===== src/tccu_params.svh =====
`ifndef TCCU_PARAMS_SVH
`define TCCU_PARAMS_SVH

// ************************************************************
// register byte addresses (one byte register per word)
// ************************************************************
`define TCCU_ADR_CTRL_A      6'h00
`define TCCU_ADR_CTRL_B      6'h04
`define TCCU_ADR_CMPCTL      6'h08
`define TCCU_ADR_IRQ_EN      6'h0C
`define TCCU_ADR_FLAGS       6'h10
`define TCCU_ADR_CNT_L       6'h14
`define TCCU_ADR_CNT_H       6'h18
`define TCCU_ADR_CAP_L       6'h1C
`define TCCU_ADR_CAP_H       6'h20
`define TCCU_ADR_CMPA_L      6'h24
`define TCCU_ADR_CMPA_H      6'h28
`define TCCU_ADR_CMPB_L      6'h2C
`define TCCU_ADR_CMPB_H      6'h30
`define TCCU_ADR_CMPC_L      6'h34
`define TCCU_ADR_CMPC_H      6'h38

// ************************************************************
// field positions
// ************************************************************
`define TCCU_B_NOISE_EN      7
`define TCCU_B_EDGE_RISE     6
`define TCCU_B_WGM_HI        4
`define TCCU_B_WGM_LO        3
`define TCCU_CMP_CAPSEL      2
`define TCCU_FLG_CAP         5
`define TCCU_FLG_CMPC        3
`define TCCU_FLG_CMPB        2
`define TCCU_FLG_CMPA        1

// ************************************************************
// reset values and timing
// ************************************************************
`define TCCU_RST_BYTE        8'h00
`define TCCU_RST_WORD        16'h0000
`define TCCU_FILT_SAMPLES    4
`define TCCU_MAX_COUNT       16'hFFFF

`endif


===== src/tccu_pkg.sv =====
package tccu_pkg;

	typedef logic [15:0] tccu_word_t;
	typedef logic [3:0]  tccu_wgm_t;

	// one classic wishbone request
	typedef struct packed {
		logic       cyc;
		logic       stb;
		logic       we;
		logic [5:0] adr;
		logic [3:0] sel;
		logic [31:0] dat;
	} tccu_wb_req_s;

	// one classic wishbone answer
	typedef struct packed {
		logic        ack;
		logic [31:0] dat;
	} tccu_wb_rsp_s;

	// how a compare register is updated
	typedef enum logic [1:0] {
		TCCU_UPD_NOW,
		TCCU_UPD_TOP,
		TCCU_UPD_BOTTOM
	} tccu_upd_e;

endpackage : tccu_pkg


===== src/tccu_cmp_chan.sv =====
`timescale 1ns/1ns
`include "tccu_params.svh"

// one compare channel: buffer, live register, comparator
module tccu_cmp_chan
	import tccu_pkg::*;
(
	input  wire logic            clk_i,
	input  wire logic            rst_i,
	input  wire logic            ce_i,
	input  wire tccu_pkg::tccu_word_t wr_val_i,
	input  wire logic            wr_i,
	input  wire tccu_pkg::tccu_upd_e  upd_i,
	input  wire logic            at_top_i,
	input  wire logic            at_bottom_i,
	input  wire tccu_pkg::tccu_word_t count_i,
	output tccu_pkg::tccu_word_t      sw_val_o,
	output tccu_pkg::tccu_word_t      live_o,
	output logic                 match_o
);

	tccu_word_t buf_q;
	tccu_word_t live_q;

	// ************************************************************
	// buffer and live register
	// ************************************************************
	// software writes the buffer; live copy follows as the mode says
	always_ff @(posedge clk_i)
	begin
		if (rst_i)
		begin
			buf_q  <= `TCCU_RST_WORD;
			live_q <= `TCCU_RST_WORD;
		end
		else if (ce_i)
		begin
			if (wr_i)
				buf_q <= wr_val_i;
			if (upd_i == TCCU_UPD_NOW && wr_i)
				live_q <= wr_val_i;
			else if ((upd_i == TCCU_UPD_TOP && at_top_i) ||
				(upd_i == TCCU_UPD_BOTTOM && at_bottom_i))
				live_q <= buf_q;
		end
	end

	// software sees the buffer when buffered, else the live copy
	assign sw_val_o = (upd_i == TCCU_UPD_NOW) ? live_q : buf_q;
	assign live_o   = live_q;
	// continuous 16-bit equality
	assign match_o  = (count_i == live_q);

endmodule : tccu_cmp_chan


===== src/tccu_top.sv =====
`timescale 1ns/1ns
`include "tccu_params.svh"

module tccu_top
	import tccu_pkg::*;
(
	input  wire logic                 clk_i,
	input  wire logic                 rst_i,
	input  wire logic                 ce_i,
	input  wire tccu_pkg::tccu_wb_req_s wb_req_i,
	output tccu_pkg::tccu_wb_rsp_s      wb_rsp_o,
	input  wire logic                 capture_input_pin_i,
	input  wire logic                 comparator_output_i,
	input  wire logic                 timer_tick_i,
	input  wire logic [2:0]           irq_ack_i,
	output logic [2:0]                match_o,
	output logic                      at_top_o,
	output logic                      at_bottom_o,
	output logic                      capture_irq_o,
	output logic                      compare_irq_o
);
	import tccu_pkg::*;

	// waveform modes whose top comes from the capture register
	function automatic logic cap_is_top(input tccu_wgm_t m);
		cap_is_top = (m == 4'hC) || (m == 4'hE) || (m == 4'h8) || (m == 4'hA);
	endfunction : cap_is_top

	// waveform modes whose top comes from channel A
	function automatic logic cmpa_is_top(input tccu_wgm_t m);
		cmpa_is_top = (m == 4'h4) || (m == 4'hF) || (m == 4'h9) || (m == 4'hB);
	endfunction : cmpa_is_top

	// compare update policy per waveform mode
	function automatic tccu_upd_e upd_of(input tccu_wgm_t m);
		if (m == 4'h0 || m == 4'h4 || m == 4'hC || m == 4'hD)
			upd_of = TCCU_UPD_NOW;
		else if (m == 4'h8 || m == 4'h9)
			upd_of = TCCU_UPD_BOTTOM;
		else
			upd_of = TCCU_UPD_TOP;
	endfunction : upd_of

	// ************************************************************
	// registers
	// ************************************************************
	logic [7:0]  ctrl_a_q;
	logic [7:0]  timer_control_b_q;
	logic [7:0]  comparator_control_status_q;
	logic [7:0]  irq_en_q;
	logic [7:0]  temp_q;
	tccu_word_t  counter_value_q;
	tccu_word_t  capture_register_q;
	logic        capture_flag_q;
	logic [2:0]  compare_flag_q;
	logic        cnt_wr_block_q;
	logic        ack_q;
	logic [31:0] rdat_q;
	logic        sync1_q;
	logic        sync2_q;
	logic        sync3_q;
	logic [2:0]  filt_sh_q;
	logic        filt_q;
	logic        filt_prev_q;

	tccu_wgm_t   waveform_mode_field;
	tccu_upd_e   upd;
	tccu_word_t  top_val;
	tccu_word_t  cmp_sw [3];
	tccu_word_t  cmp_live [3];
	logic [2:0]  cmp_eq;
	logic [2:0]  cmp_wr;
	logic        bus_go;
	logic        wr_go;
	logic        rd_go;
	logic [5:0]  adr;
	logic [7:0]  wbyte;
	logic        cap_src;
	logic        edge_in;
	logic        cap_evt;
	logic        is_top;
	logic        is_bot;

	assign waveform_mode_field = {timer_control_b_q[`TCCU_B_WGM_HI:`TCCU_B_WGM_LO],
		ctrl_a_q[1:0]};
	assign upd   = upd_of(waveform_mode_field);
	assign bus_go = wb_req_i.cyc && wb_req_i.stb && !ack_q && ce_i;
	assign wr_go = bus_go && wb_req_i.we && wb_req_i.sel[0];
	assign rd_go = bus_go && !wb_req_i.we;
	assign adr   = wb_req_i.adr;
	assign wbyte = wb_req_i.dat[7:0];

	// top follows capture register or channel A, else full scale
	assign top_val = cap_is_top(waveform_mode_field) ? capture_register_q :
		cmpa_is_top(waveform_mode_field) ? cmp_live[0] : `TCCU_MAX_COUNT;
	assign is_top = (counter_value_q == top_val);
	assign is_bot = (counter_value_q == `TCCU_RST_WORD);

	// ************************************************************
	// compare channels
	// ************************************************************
	assign cmp_wr[0] = wr_go && adr == `TCCU_ADR_CMPA_L;
	assign cmp_wr[1] = wr_go && adr == `TCCU_ADR_CMPB_L;
	assign cmp_wr[2] = wr_go && adr == `TCCU_ADR_CMPC_L;

	genvar g;
	generate
		for (g = 0; g < 3; g++)
		begin : g_ch
			tccu_cmp_chan u_ch (
				.clk_i      (clk_i),
				.rst_i      (rst_i),
				.ce_i       (ce_i),
				.wr_val_i   ({temp_q, wbyte}),
				.wr_i       (cmp_wr[g]),
				.upd_i      (upd),
				.at_top_i   (is_top && timer_tick_i),
				.at_bottom_i(is_bot && timer_tick_i),
				.count_i    (counter_value_q),
				.sw_val_o   (cmp_sw[g]),
				.live_o     (cmp_live[g]),
				.match_o    (cmp_eq[g])
			);
		end
	endgenerate

	// ************************************************************
	// capture input path
	// ************************************************************
	// source select; pin value includes software-driven port level
	assign cap_src = comparator_control_status_q[`TCCU_CMP_CAPSEL] ?
		comparator_output_i : capture_input_pin_i;

	// two-stage synchroniser plus a sample for the edge detector
	always_ff @(posedge clk_i)
	begin
		if (rst_i)
		begin
			sync1_q <= 1'b0;
			sync2_q <= 1'b0;
			sync3_q <= 1'b0;
		end
		else if (ce_i)
		begin
			sync1_q <= cap_src;
			sync2_q <= sync1_q;
			sync3_q <= sync2_q;
		end
	end

	// filter: newest sample plus three stored ones must agree, so a
	// clean edge reaches the detector exactly four cycles late
	always_ff @(posedge clk_i)
	begin
		if (rst_i)
		begin
			filt_sh_q <= 3'h0;
			filt_q    <= 1'b0;
		end
		else if (ce_i)
		begin
			filt_sh_q <= {filt_sh_q[1:0], sync3_q};
			if (&{filt_sh_q, sync3_q})
				filt_q <= 1'b1;
			else if (~|{filt_sh_q, sync3_q})
				filt_q <= 1'b0;
		end
	end

	// filtered level costs four extra cycles when enabled
	assign edge_in = timer_control_b_q[`TCCU_B_NOISE_EN] ? filt_q : sync3_q;

	// edge detect; disabled when the capture register sets top
	assign cap_evt = !cap_is_top(waveform_mode_field) &&
		(timer_control_b_q[`TCCU_B_EDGE_RISE] ? (edge_in && !filt_prev_q) :
		(!edge_in && filt_prev_q));

	always_ff @(posedge clk_i)
	begin
		if (rst_i)
			filt_prev_q <= 1'b0;
		else if (ce_i)
			filt_prev_q <= edge_in;
	end

	// ************************************************************
	// counter value (software load, tick driven count)
	// ************************************************************
	always_ff @(posedge clk_i)
	begin
		if (rst_i)
			counter_value_q <= `TCCU_RST_WORD;
		else if (ce_i)
		begin
			if (wr_go && adr == `TCCU_ADR_CNT_L)
				counter_value_q <= {temp_q, wbyte}; // cpu write wins
			else if (timer_tick_i)
				counter_value_q <= is_top ? `TCCU_RST_WORD : counter_value_q + 16'h0001;
		end
	end

	// block armed by a counter write, spent on the next tick
	always_ff @(posedge clk_i)
	begin
		if (rst_i)
			cnt_wr_block_q <= 1'b0;
		else if (ce_i)
		begin
			if (wr_go && (adr == `TCCU_ADR_CNT_L))
				cnt_wr_block_q <= 1'b1;
			else if (timer_tick_i)
				cnt_wr_block_q <= 1'b0;
		end
	end

	// ************************************************************
	// capture register and flags
	// ************************************************************
	// latest event always overwrites; no overrun protection
	always_ff @(posedge clk_i)
	begin
		if (rst_i)
			capture_register_q <= `TCCU_RST_WORD;
		else if (ce_i)
		begin
			if (cap_evt)
				capture_register_q <= counter_value_q;
			else if (wr_go && adr == `TCCU_ADR_CAP_L && cap_is_top(waveform_mode_field))
				capture_register_q <= {temp_q, wbyte};
		end
	end

	// set wins over software or service clear
	always_ff @(posedge clk_i)
	begin
		if (rst_i)
		begin
			capture_flag_q <= 1'b0;
			compare_flag_q <= 3'h0;
		end
		else if (ce_i)
		begin
			if (cap_evt)
				capture_flag_q <= 1'b1;
			else if (irq_ack_i[0] || (wr_go && adr == `TCCU_ADR_FLAGS &&
				wbyte[`TCCU_FLG_CAP]))
				capture_flag_q <= 1'b0;
			for (int i = 0; i < 3; i++)
			begin
				if (timer_tick_i && cmp_eq[i] && !cnt_wr_block_q)
					compare_flag_q[i] <= 1'b1;
				else if ((irq_ack_i[1] && i == 0) || (irq_ack_i[2] && i != 0) ||
					(wr_go && adr == `TCCU_ADR_FLAGS && wbyte[`TCCU_FLG_CMPA + i]))
					compare_flag_q[i] <= 1'b0;
			end
		end
	end

	// ************************************************************
	// control registers and shared temporary byte
	// ************************************************************
	always_ff @(posedge clk_i)
	begin
		if (rst_i)
		begin
			ctrl_a_q                    <= `TCCU_RST_BYTE;
			timer_control_b_q           <= `TCCU_RST_BYTE;
			comparator_control_status_q <= `TCCU_RST_BYTE;
			irq_en_q                    <= `TCCU_RST_BYTE;
			temp_q                      <= `TCCU_RST_BYTE;
		end
		else if (ce_i)
		begin
			if (wr_go)
			begin
				case (adr)
					`TCCU_ADR_CTRL_A: ctrl_a_q <= wbyte;
					`TCCU_ADR_CTRL_B: timer_control_b_q <= wbyte;
					`TCCU_ADR_CMPCTL: comparator_control_status_q <= wbyte;
					`TCCU_ADR_IRQ_EN: irq_en_q <= wbyte;
					`TCCU_ADR_CNT_H, `TCCU_ADR_CAP_H, `TCCU_ADR_CMPA_H,
					`TCCU_ADR_CMPB_H, `TCCU_ADR_CMPC_H: temp_q <= wbyte;
					default: ;
				endcase
			end
			else if (rd_go && adr == `TCCU_ADR_CAP_L)
				temp_q <= capture_register_q[15:8];
			else if (rd_go && adr == `TCCU_ADR_CNT_L)
				temp_q <= counter_value_q[15:8];
		end
	end

	// ************************************************************
	// wishbone answer: one wait state, unmapped reads zero
	// ************************************************************
	always_ff @(posedge clk_i)
	begin
		if (rst_i)
		begin
			ack_q  <= 1'b0;
			rdat_q <= 32'h00000000;
		end
		else if (ce_i)
		begin
			ack_q  <= bus_go;
			rdat_q <= 32'h00000000;
			if (rd_go)
			begin
				case (adr)
					`TCCU_ADR_CTRL_A: rdat_q[7:0] <= ctrl_a_q;
					`TCCU_ADR_CTRL_B: rdat_q[7:0] <= timer_control_b_q;
					`TCCU_ADR_CMPCTL: rdat_q[7:0] <= comparator_control_status_q;
					`TCCU_ADR_IRQ_EN: rdat_q[7:0] <= irq_en_q;
					`TCCU_ADR_FLAGS:  rdat_q[7:0] <= {2'b00, capture_flag_q, 1'b0,
						compare_flag_q[2:1], compare_flag_q[0], 1'b0};
					`TCCU_ADR_CNT_L:  rdat_q[7:0] <= counter_value_q[7:0];
					`TCCU_ADR_CNT_H:  rdat_q[7:0] <= temp_q;
					`TCCU_ADR_CAP_L:  rdat_q[7:0] <= capture_register_q[7:0];
					`TCCU_ADR_CAP_H:  rdat_q[7:0] <= temp_q;
					`TCCU_ADR_CMPA_L: rdat_q[7:0] <= cmp_sw[0][7:0];
					`TCCU_ADR_CMPA_H: rdat_q[7:0] <= cmp_sw[0][15:8];
					`TCCU_ADR_CMPB_L: rdat_q[7:0] <= cmp_sw[1][7:0];
					`TCCU_ADR_CMPB_H: rdat_q[7:0] <= cmp_sw[1][15:8];
					`TCCU_ADR_CMPC_L: rdat_q[7:0] <= cmp_sw[2][7:0];
					`TCCU_ADR_CMPC_H: rdat_q[7:0] <= cmp_sw[2][15:8];
					default:          rdat_q <= 32'h00000000;
				endcase
			end
		end
	end

	assign wb_rsp_o.ack = ack_q;
	assign wb_rsp_o.dat = rdat_q;

	// ************************************************************
	// registered outputs to waveform generator and interrupts
	// ************************************************************
	always_ff @(posedge clk_i)
	begin
		if (rst_i)
		begin
			match_o       <= 3'h0;
			at_top_o      <= 1'b0;
			at_bottom_o   <= 1'b0;
			capture_irq_o <= 1'b0;
			compare_irq_o <= 1'b0;
		end
		else if (ce_i)
		begin
			match_o       <= cmp_eq & {3{!cnt_wr_block_q}};
			at_top_o      <= is_top;
			at_bottom_o   <= is_bot;
			capture_irq_o <= capture_flag_q && irq_en_q[`TCCU_FLG_CAP];
			compare_irq_o <= |(compare_flag_q & irq_en_q[3:1]);
		end
	end

endmodule : tccu_top


===== config.mk =====
export PLATFORM = sky130hd
export DESIGN_NAME = tccu_top
export DESIGN_NICKNAME = d
export VERILOG_FILES = /design/src/tccu_pkg.sv /design/src/tccu_cmp_chan.sv /design/src/tccu_top.sv
export VERILOG_INCLUDE_DIRS = /design/src
export SDC_FILE = /design/constraint.sdc
export NUM_CORES = 1
export LEC_CHECK = 0
export BUFFER_PORTS_ARGS = -buffer_cell sky130_fd_sc_hd__buf_2
export CORE_MARGIN = 4
export CORE_UTILIZATION = 40
export CTS_CLUSTER_DIAMETER = 200
export DETAILED_ROUTE_END_ITERATION = 8
export PLACE_DENSITY = 0.53
export RECOVER_POWER = 25
export SYNTH_ARGS = -nofsm -noshare
export SYNTH_HDL_FRONTEND = slang
export SYNTH_HIERARCHICAL = 1
export SYNTH_SLANG_ARGS = --single-unit
export TNS_END_PERCENT = 10

===== constraint.sdc =====
create_clock -name clk_i -period 3.8 [get_ports clk_i]
set_input_delay 0.95 -clock clk_i [delete_from_list [all_inputs] [get_ports clk_i]]
set_output_delay 0.95 -clock clk_i [all_outputs]
set_load 0.03 [all_outputs]

==> metrics.txt, run 1 <==
CP required about 4200 ps; Hold Path End comparator_control_status_q[3]$_SDFFE_PP0P_; Power Dens Cells 321 nW/um2; RePlAce Congestion 0.988; Starting DRT DRC Count 1022; die area between 30000 and 40000 um2; Max IR drop VDD 0.000339 V; fmax 0.282 GHz; Worst path max stage delay ~650 ps; commonest non-fill, non-tap cell in the layout dfxtp_1; period utilisation layout between 90% and 100%; post-CTS setup buffers 0; buffer depth of the longest clock path 2; r2r endpoint g_ch[2].u_ch/live_o[14]$_SDFFE_PP0P_; area leader, netlist dfxtp_1; Clock Latency Late Sink 470 ps; CTS tree built; worst min path class register to register; post-synth top area share 32.8%; nets@finish approximately 1.5k; max-slew violations 9; Hold Crit Start comparator_control_status_q[3]$_SDFFE_PP0P_; Chip Width 181 um; Synth Instances 1428; Worst Path Arrival 3910 ps; Syn Area/Cell roughly 8.4 um2; EDFF count, synth 0; Slowest cell on crit path dfxtp_1; status finished with violations; Worst setup EP type register; failing checks max-capacitance violations, max-slew violations; first-pass GRT wire length between 60000 and 70000 um; Die Span Y 181 um; Pwr Total between 4 and 5 mW; largest net degree at the start of global routing 98; GRT Residual Overflow 0; vias in the first global route roughly 10k; vias after detailed routing around 11k; LEAKAGE approximately 4.4 nW; path depth of the worst reg2reg path 11; R2R Path Start ctrl_a_q[1]$_SDFFE_PP0P_; post-route minimum period 3540 ps; RSZ-0062 raised after global routing false; Hold Path Depth 2; Fin Hold WS 462 ps; Pre-antenna DRT Iters 9; Yosys cell types 80; starting density of the core 40.5%; clock sinks between 150 and 200; Total Neg Setup Slack 0 ps; worst-path maximum fanout 17; Slew @ Worst Pin about 1900 ps; post-synthesis sequential area ratio 32.8%; remaining antenna violation count 0; top area cells in the synthesized netlist dfxtp_1, mux2i_1, a211oi_1, nand2_1, a21oi_1; TritonCTS Buffers 17; GR Util All Layers 27.0%; Area Growth Syn to Fin 9.93%; asr flop ratio synth 0%; Mapped Area 12000 um2; initial antenna violation count 2; post-synthesis sequential element count 197; Root Buffer clkbuf_16; Resized cells post-CTS 0; CTS Hold Buffers Added 0; number of port buffers 42; Core Region 29600 um2; worst-path cell chain nand2b_4 -> a31oi_1 -> o311ai_0 -> and4_1 -> nand4_1 -> nor4_1 -> buf_4 -> mux2_4 -> buf_4 -> a211oi_1 -> a211oi_1; fraction of layout cells with a size suffix above 1 15.2%; crit path launch type register; Vias/cell roughly 6.0; Max H-tree Level 4; Fin. Hold Viols 0; Max Cap Viol 1; Most used DFF post-synth dfxtp_1; Syn. warnings 6; worst rel slew slack -25.2%; # setup viols final 0; commonest non-fill, non-tap cells in the layout dfxtp_1, nand2_1, a21oi_1; Routed WL per cell 24.5 um; Clock Skew 25.1 ps; CTS clk-pin slew, worst paths 90 ps; Routed WL 45500 um; DR DRC count 0; io pins 94; num rows 63; CP Class register to register; Post-DP HPWL 32000 um; FF-to-FF setup slack roughly 260 ps
through the flow:
stage,worst slack (ps),instance area (um2),utilization [%],std cells
floorplan,683,12100,-,1451
global placement,434,12700,42.8,1822
detailed placement,431,12700,42.8,1822
CTS,389,13300,44.8,1854
global route,63.3,13200,44.5,1854
finish,255,13200,44.5,1855
logic make-up after synthesis:
kind of cell    after synthesis  share of synthesized area (%)
simple gates                439                           17.8
mux                         174                           15.3
buf+inv                     168                           7.36
xor+xnor                     50                           3.65
other cells                   1                         0.0312
fa+ha+maj                     2                          0.208
compound gates              397                           22.9
flops                       197                           32.8
power breakdown:
part	switching (mW)	internal [mW]	leakage, nW
sequential	0.0188	2.08	1.59
clock	0.928	0.890	0.277
combinational	0.244	0.0801	2.55
critical path: cells and delay by family (launching register included):
kind	cells	cell delay (ps)
AND/OR/NAND/NOR	4	1240
AO/OA/AOI/OAI	4	960
flip-flops	1	650
buffers and inverters	2	350
multiplexers	1	250
flip-flops by register name, summed over array words and instances (netlist names), 3 cells and up:
register                     count
counter_value_q                 16
timer_control_b_q                8
filt_sh_q                        3
ctrl_a_q                         8
match_o                          3
comparator_control_status_q      8
irq_en_q                         8
capture_register_q              16
rdat_q                           8
compare_flag_q                   3
temp_q                           8
g_ch.u_ch/buf_q                 48
g_ch.u_ch/live_o                48
how the worst max path moves through the flow:
stage                                           start                              endpoint
finish                       ctrl_a_q[1]$_SDFFE_PP0P_  g_ch[2].u_ch/live_o[14]$_SDFFE_PP0P_
global route                                     ce_i                temp_q[7]$_SDFFE_PP0P_
CTS                          ctrl_a_q[1]$_SDFFE_PP0P_  g_ch[2].u_ch/live_o[14]$_SDFFE_PP0P_
detailed placement  timer_control_b_q[3]$_SDFFE_PP0P_   g_ch[2].u_ch/live_o[8]$_SDFFE_PP0P_
global placement    timer_control_b_q[3]$_SDFFE_PP0P_   g_ch[2].u_ch/live_o[4]$_SDFFE_PP0P_
floorplan           timer_control_b_q[4]$_SDFFE_PP0P_                rdat_q[1]$_SDFFE_PP0P_
metal layers:
| metal | part of all wire (%) | GRT usage (%) |
|---|---|---|
| met1 | 45 | 37.4 |
| met4 | 3.0 | 9.22 |
| met5 | 0.059 | 0 |
| met2 | 45 | 41.4 |
| met3 | 7.0 | 6.24 |
final cells by class:
type	instances	area, um2
clock inverters	13	139
multi-input cells	1086	7260
clock buffers	19	443
well taps	390	488
inverters	28	105
repair buffers	121	817
fillers	3046	16400
diodes	1	2.50
flip-flops and latches	197	3940
synthesized netlist by cell type (21+ instances only):
library cell  instances
a21oi_1             120
nor2_1              115
xnor2_1              50
nand2_1             171
buf_2                29
a22oi_1              27
a211oi_1            116
clkbuf_1             55
dfxtp_1             197
inv_1                26
nand4_1              21
o21ai_0              41
buf_4                31
mux2_2               52
mux2i_1             117
Note: power is estimated with default switching activity, not from simulation.
==> run 2, diff against run 1 <==
==> constraint.sdc (replaced) <==
create_clock -name clk_i -period 3.8 [get_ports clk_i]
set_input_delay 0.19 -clock clk_i [delete_from_list [all_inputs] [get_ports clk_i]]
set_output_delay 0.19 -clock clk_i [all_outputs]
set_load 0.03 [all_outputs]
==> run 2 against run 1 <==
Net effect: clock skew down 7.4 ps; global-route usage barely moved; combinational power down 2%; die area unchanged; hold slack worse by 390 ps; final area fell by 0.60%; via count grew 0.75%; the flow still finishes with violations (max-capacitance violations, max-slew violations); sequential share of layout area increased by 0.18 points; flip-flop and latch count unchanged; setup slack got worse by 13 ps; total power increased by 1.3%; core utilization fell by 0.27 points.
==> metrics.txt, run 2 (synthesis gave the netlist of run 1 again) <==
clock sinks 197 (unchanged); Max H-tree Level 4 (unchanged); Clock Latency Late Sink 470 ps (about the same); # setup viols final 0 (unchanged); crit path launch type register; vias after detailed routing 11.1k (+0.75%); max-slew violations 84 (+75); num rows 63 (unchanged); Worst path max stage delay 670 ps (+20 ps); buffer depth of the longest clock path 2 (unchanged); worst rel slew slack -46.5% (-21 points); Setup crit start ctrl_a_q[0]$_SDFFE_PP0P_; post-CTS setup buffers 0 (unchanged); io pins 94 (unchanged); Max Cap Viol 1 (unchanged); Post-Place Cells 1808 (-0.77%); Starting DRT DRC Count 1242 (+22%); die area 32900 um2 (unchanged); Chip Width 181 um (unchanged); fraction of layout cells with a size suffix above 1 14.6% (-0.67 points); design area 13100 um2 (-0.60%); cell area after placement 12600 um2 (-0.73%); CTS Hold Buffers Added 0 (unchanged); LEAKAGE 4.37 nW (-1.0%); Vias/cell 6.05 (+1.6%); CP required 4040 ps (-130 ps); GR Util All Layers 27.0% (about the same); worst-path maximum fanout 21 (+4); vias in the first global route 10.2k (-1.7%); failing checks max-capacitance violations, max-slew violations; period utilisation layout 93.6% (+0.34 points); Hold Crit Start timer_tick_i; CP Class register to register; RePlAce Congestion 0.935 (-5.4%); area of the multi-input gates 7280 um2 (+0.24%); worst-path cell chain buf_12 -> or4b_1 -> o21a_2 -> mux2i_2 -> nand4_2 -> nor4_1 -> buf_4 -> mux2_4 -> a21o_4 -> a211oi_1; Crit path max-delay family simple AND/OR/NAND/NOR gates; Power Dens Cells 328 nW/um2 (+2.0%); Slew @ Worst Pin 2200 ps (+337 ps); Post-DP HPWL 31900 um (-0.34%); Resized cells post-CTS 0 (unchanged); Worst setup EP type register; worst min path class primary input to register; Slowest cell on crit path or4b_1; first-pass GRT wire length 67800 um (-0.14%); fillers 3062 (+0.53%); Core Region 29600 um2 (unchanged); R2R Path Start ctrl_a_q[0]$_SDFFE_PP0P_; TritonCTS Buffers 17 (unchanged); number of port buffers 42 (unchanged); Fin. Hold Viols 0 (unchanged); remaining antenna violation count 0 (unchanged); Reg area 3940 um2 (unchanged); fmax 0.281 GHz (-0.36%); Area Growth Syn to Fin 9.27%; Cell Count, Final, Fillers Out 1840 (-0.81%); commonest non-fill, non-tap cell in the layout dfxtp_1; starting density of the core 40.5% (unchanged); largest net degree at the start of global routing 84 (-14%); Max IR drop VDD 0.000313 V (-7.7%); Routed WL 45700 um (+0.51%); Root Buffer clkbuf_16; Routed WL per cell 24.9 um (+1.3%); commonest non-fill, non-tap cells in the layout dfxtp_1, nand2_1, a21oi_1; Total Neg Setup Slack 0 ps (unchanged); status finished with violations; CTS clk-pin slew, worst paths 80 ps (about the same); GRT Residual Overflow 0 (unchanged); Worst Path Arrival 3800 ps (-110 ps); RSZ-0062 raised after global routing false; post-route minimum period 3560 ps (+12.7 ps); DR DRC count 0 (unchanged); Clock Skew 17.7 ps (-7.41 ps); initial antenna violation count 3 (+1); Die Span Y 181 um (unchanged); nets@finish 1493 (-0.93%); Buf+Inv Stages, Crit Path 2 (unchanged); CTS tree built; Pre-antenna DRT Iters 5 (-4)
-- run 2: per-stage QoR --
step	hold WS [ps]	setup WS, ps	total power [mW]	utilization (%)
floorplan	263	683	2.36	-
global placement	438	422	2.47	42.5
detailed placement	452	370	2.47	42.5
CTS	53.5	322	4.34	44.5
global route	95.3	77.0	4.44	44.3
finish	70.5	243	4.30	44.3
-- run 2: worst paths after layout --
kind                                                 endpoint  slack [ps]  cells past startpoint
hold reg to reg   comparator_control_status_q[4]$_SDFFE_PP0P_         460                      2
hold / removal                 compare_flag_q[0]$_SDFFE_PP0P_          70                      3
setup reg to reg          g_ch[1].u_ch/live_o[8]$_SDFFE_PP0P_         240                     10
setup / recovery          g_ch[1].u_ch/live_o[8]$_SDFFE_PP0P_         240                     10
-- run 2: area by class of cell --
type,instances,share of cell area [%]
flip-flops and latches,197,30.1
well taps,390,3.72
multi-input cells,1086,55.5
inverters,28,0.801
repair buffers,107,5.42
diodes,1,0.0191
clock inverters,14,1.27
clock buffers,17,3.24
-- run 2: layer usage --
| layer | GRT usage [%] | routed length [um] |
|---|---|---|
| met5 | 0 | 27 |
| met2 | 41.1 | 20400 |
| met1 | 38.6 | 20700 |
| met4 | 9.97 | 1640 |
| met3 | 4.31 | 3030 |
-- run 2: where the power goes --
| part | internal, mW | total [mW] | switching [mW] |
|---|---|---|---|
| logic | 0.0750 | 0.319 | 0.244 |
| clock network | 0.937 | 1.88 | 0.941 |
| registers | 2.08 | 2.10 | 0.0209 |
| total | 3.09 | 4.30 | 1.21 |
-- run 2: worst min-delay path: cells and delay by family --
kind,cells,cell delay [ps]
AOI/OAI and AO/OA,1,60
and+or+nand+nor,1,90
buffers and inverters,1,140
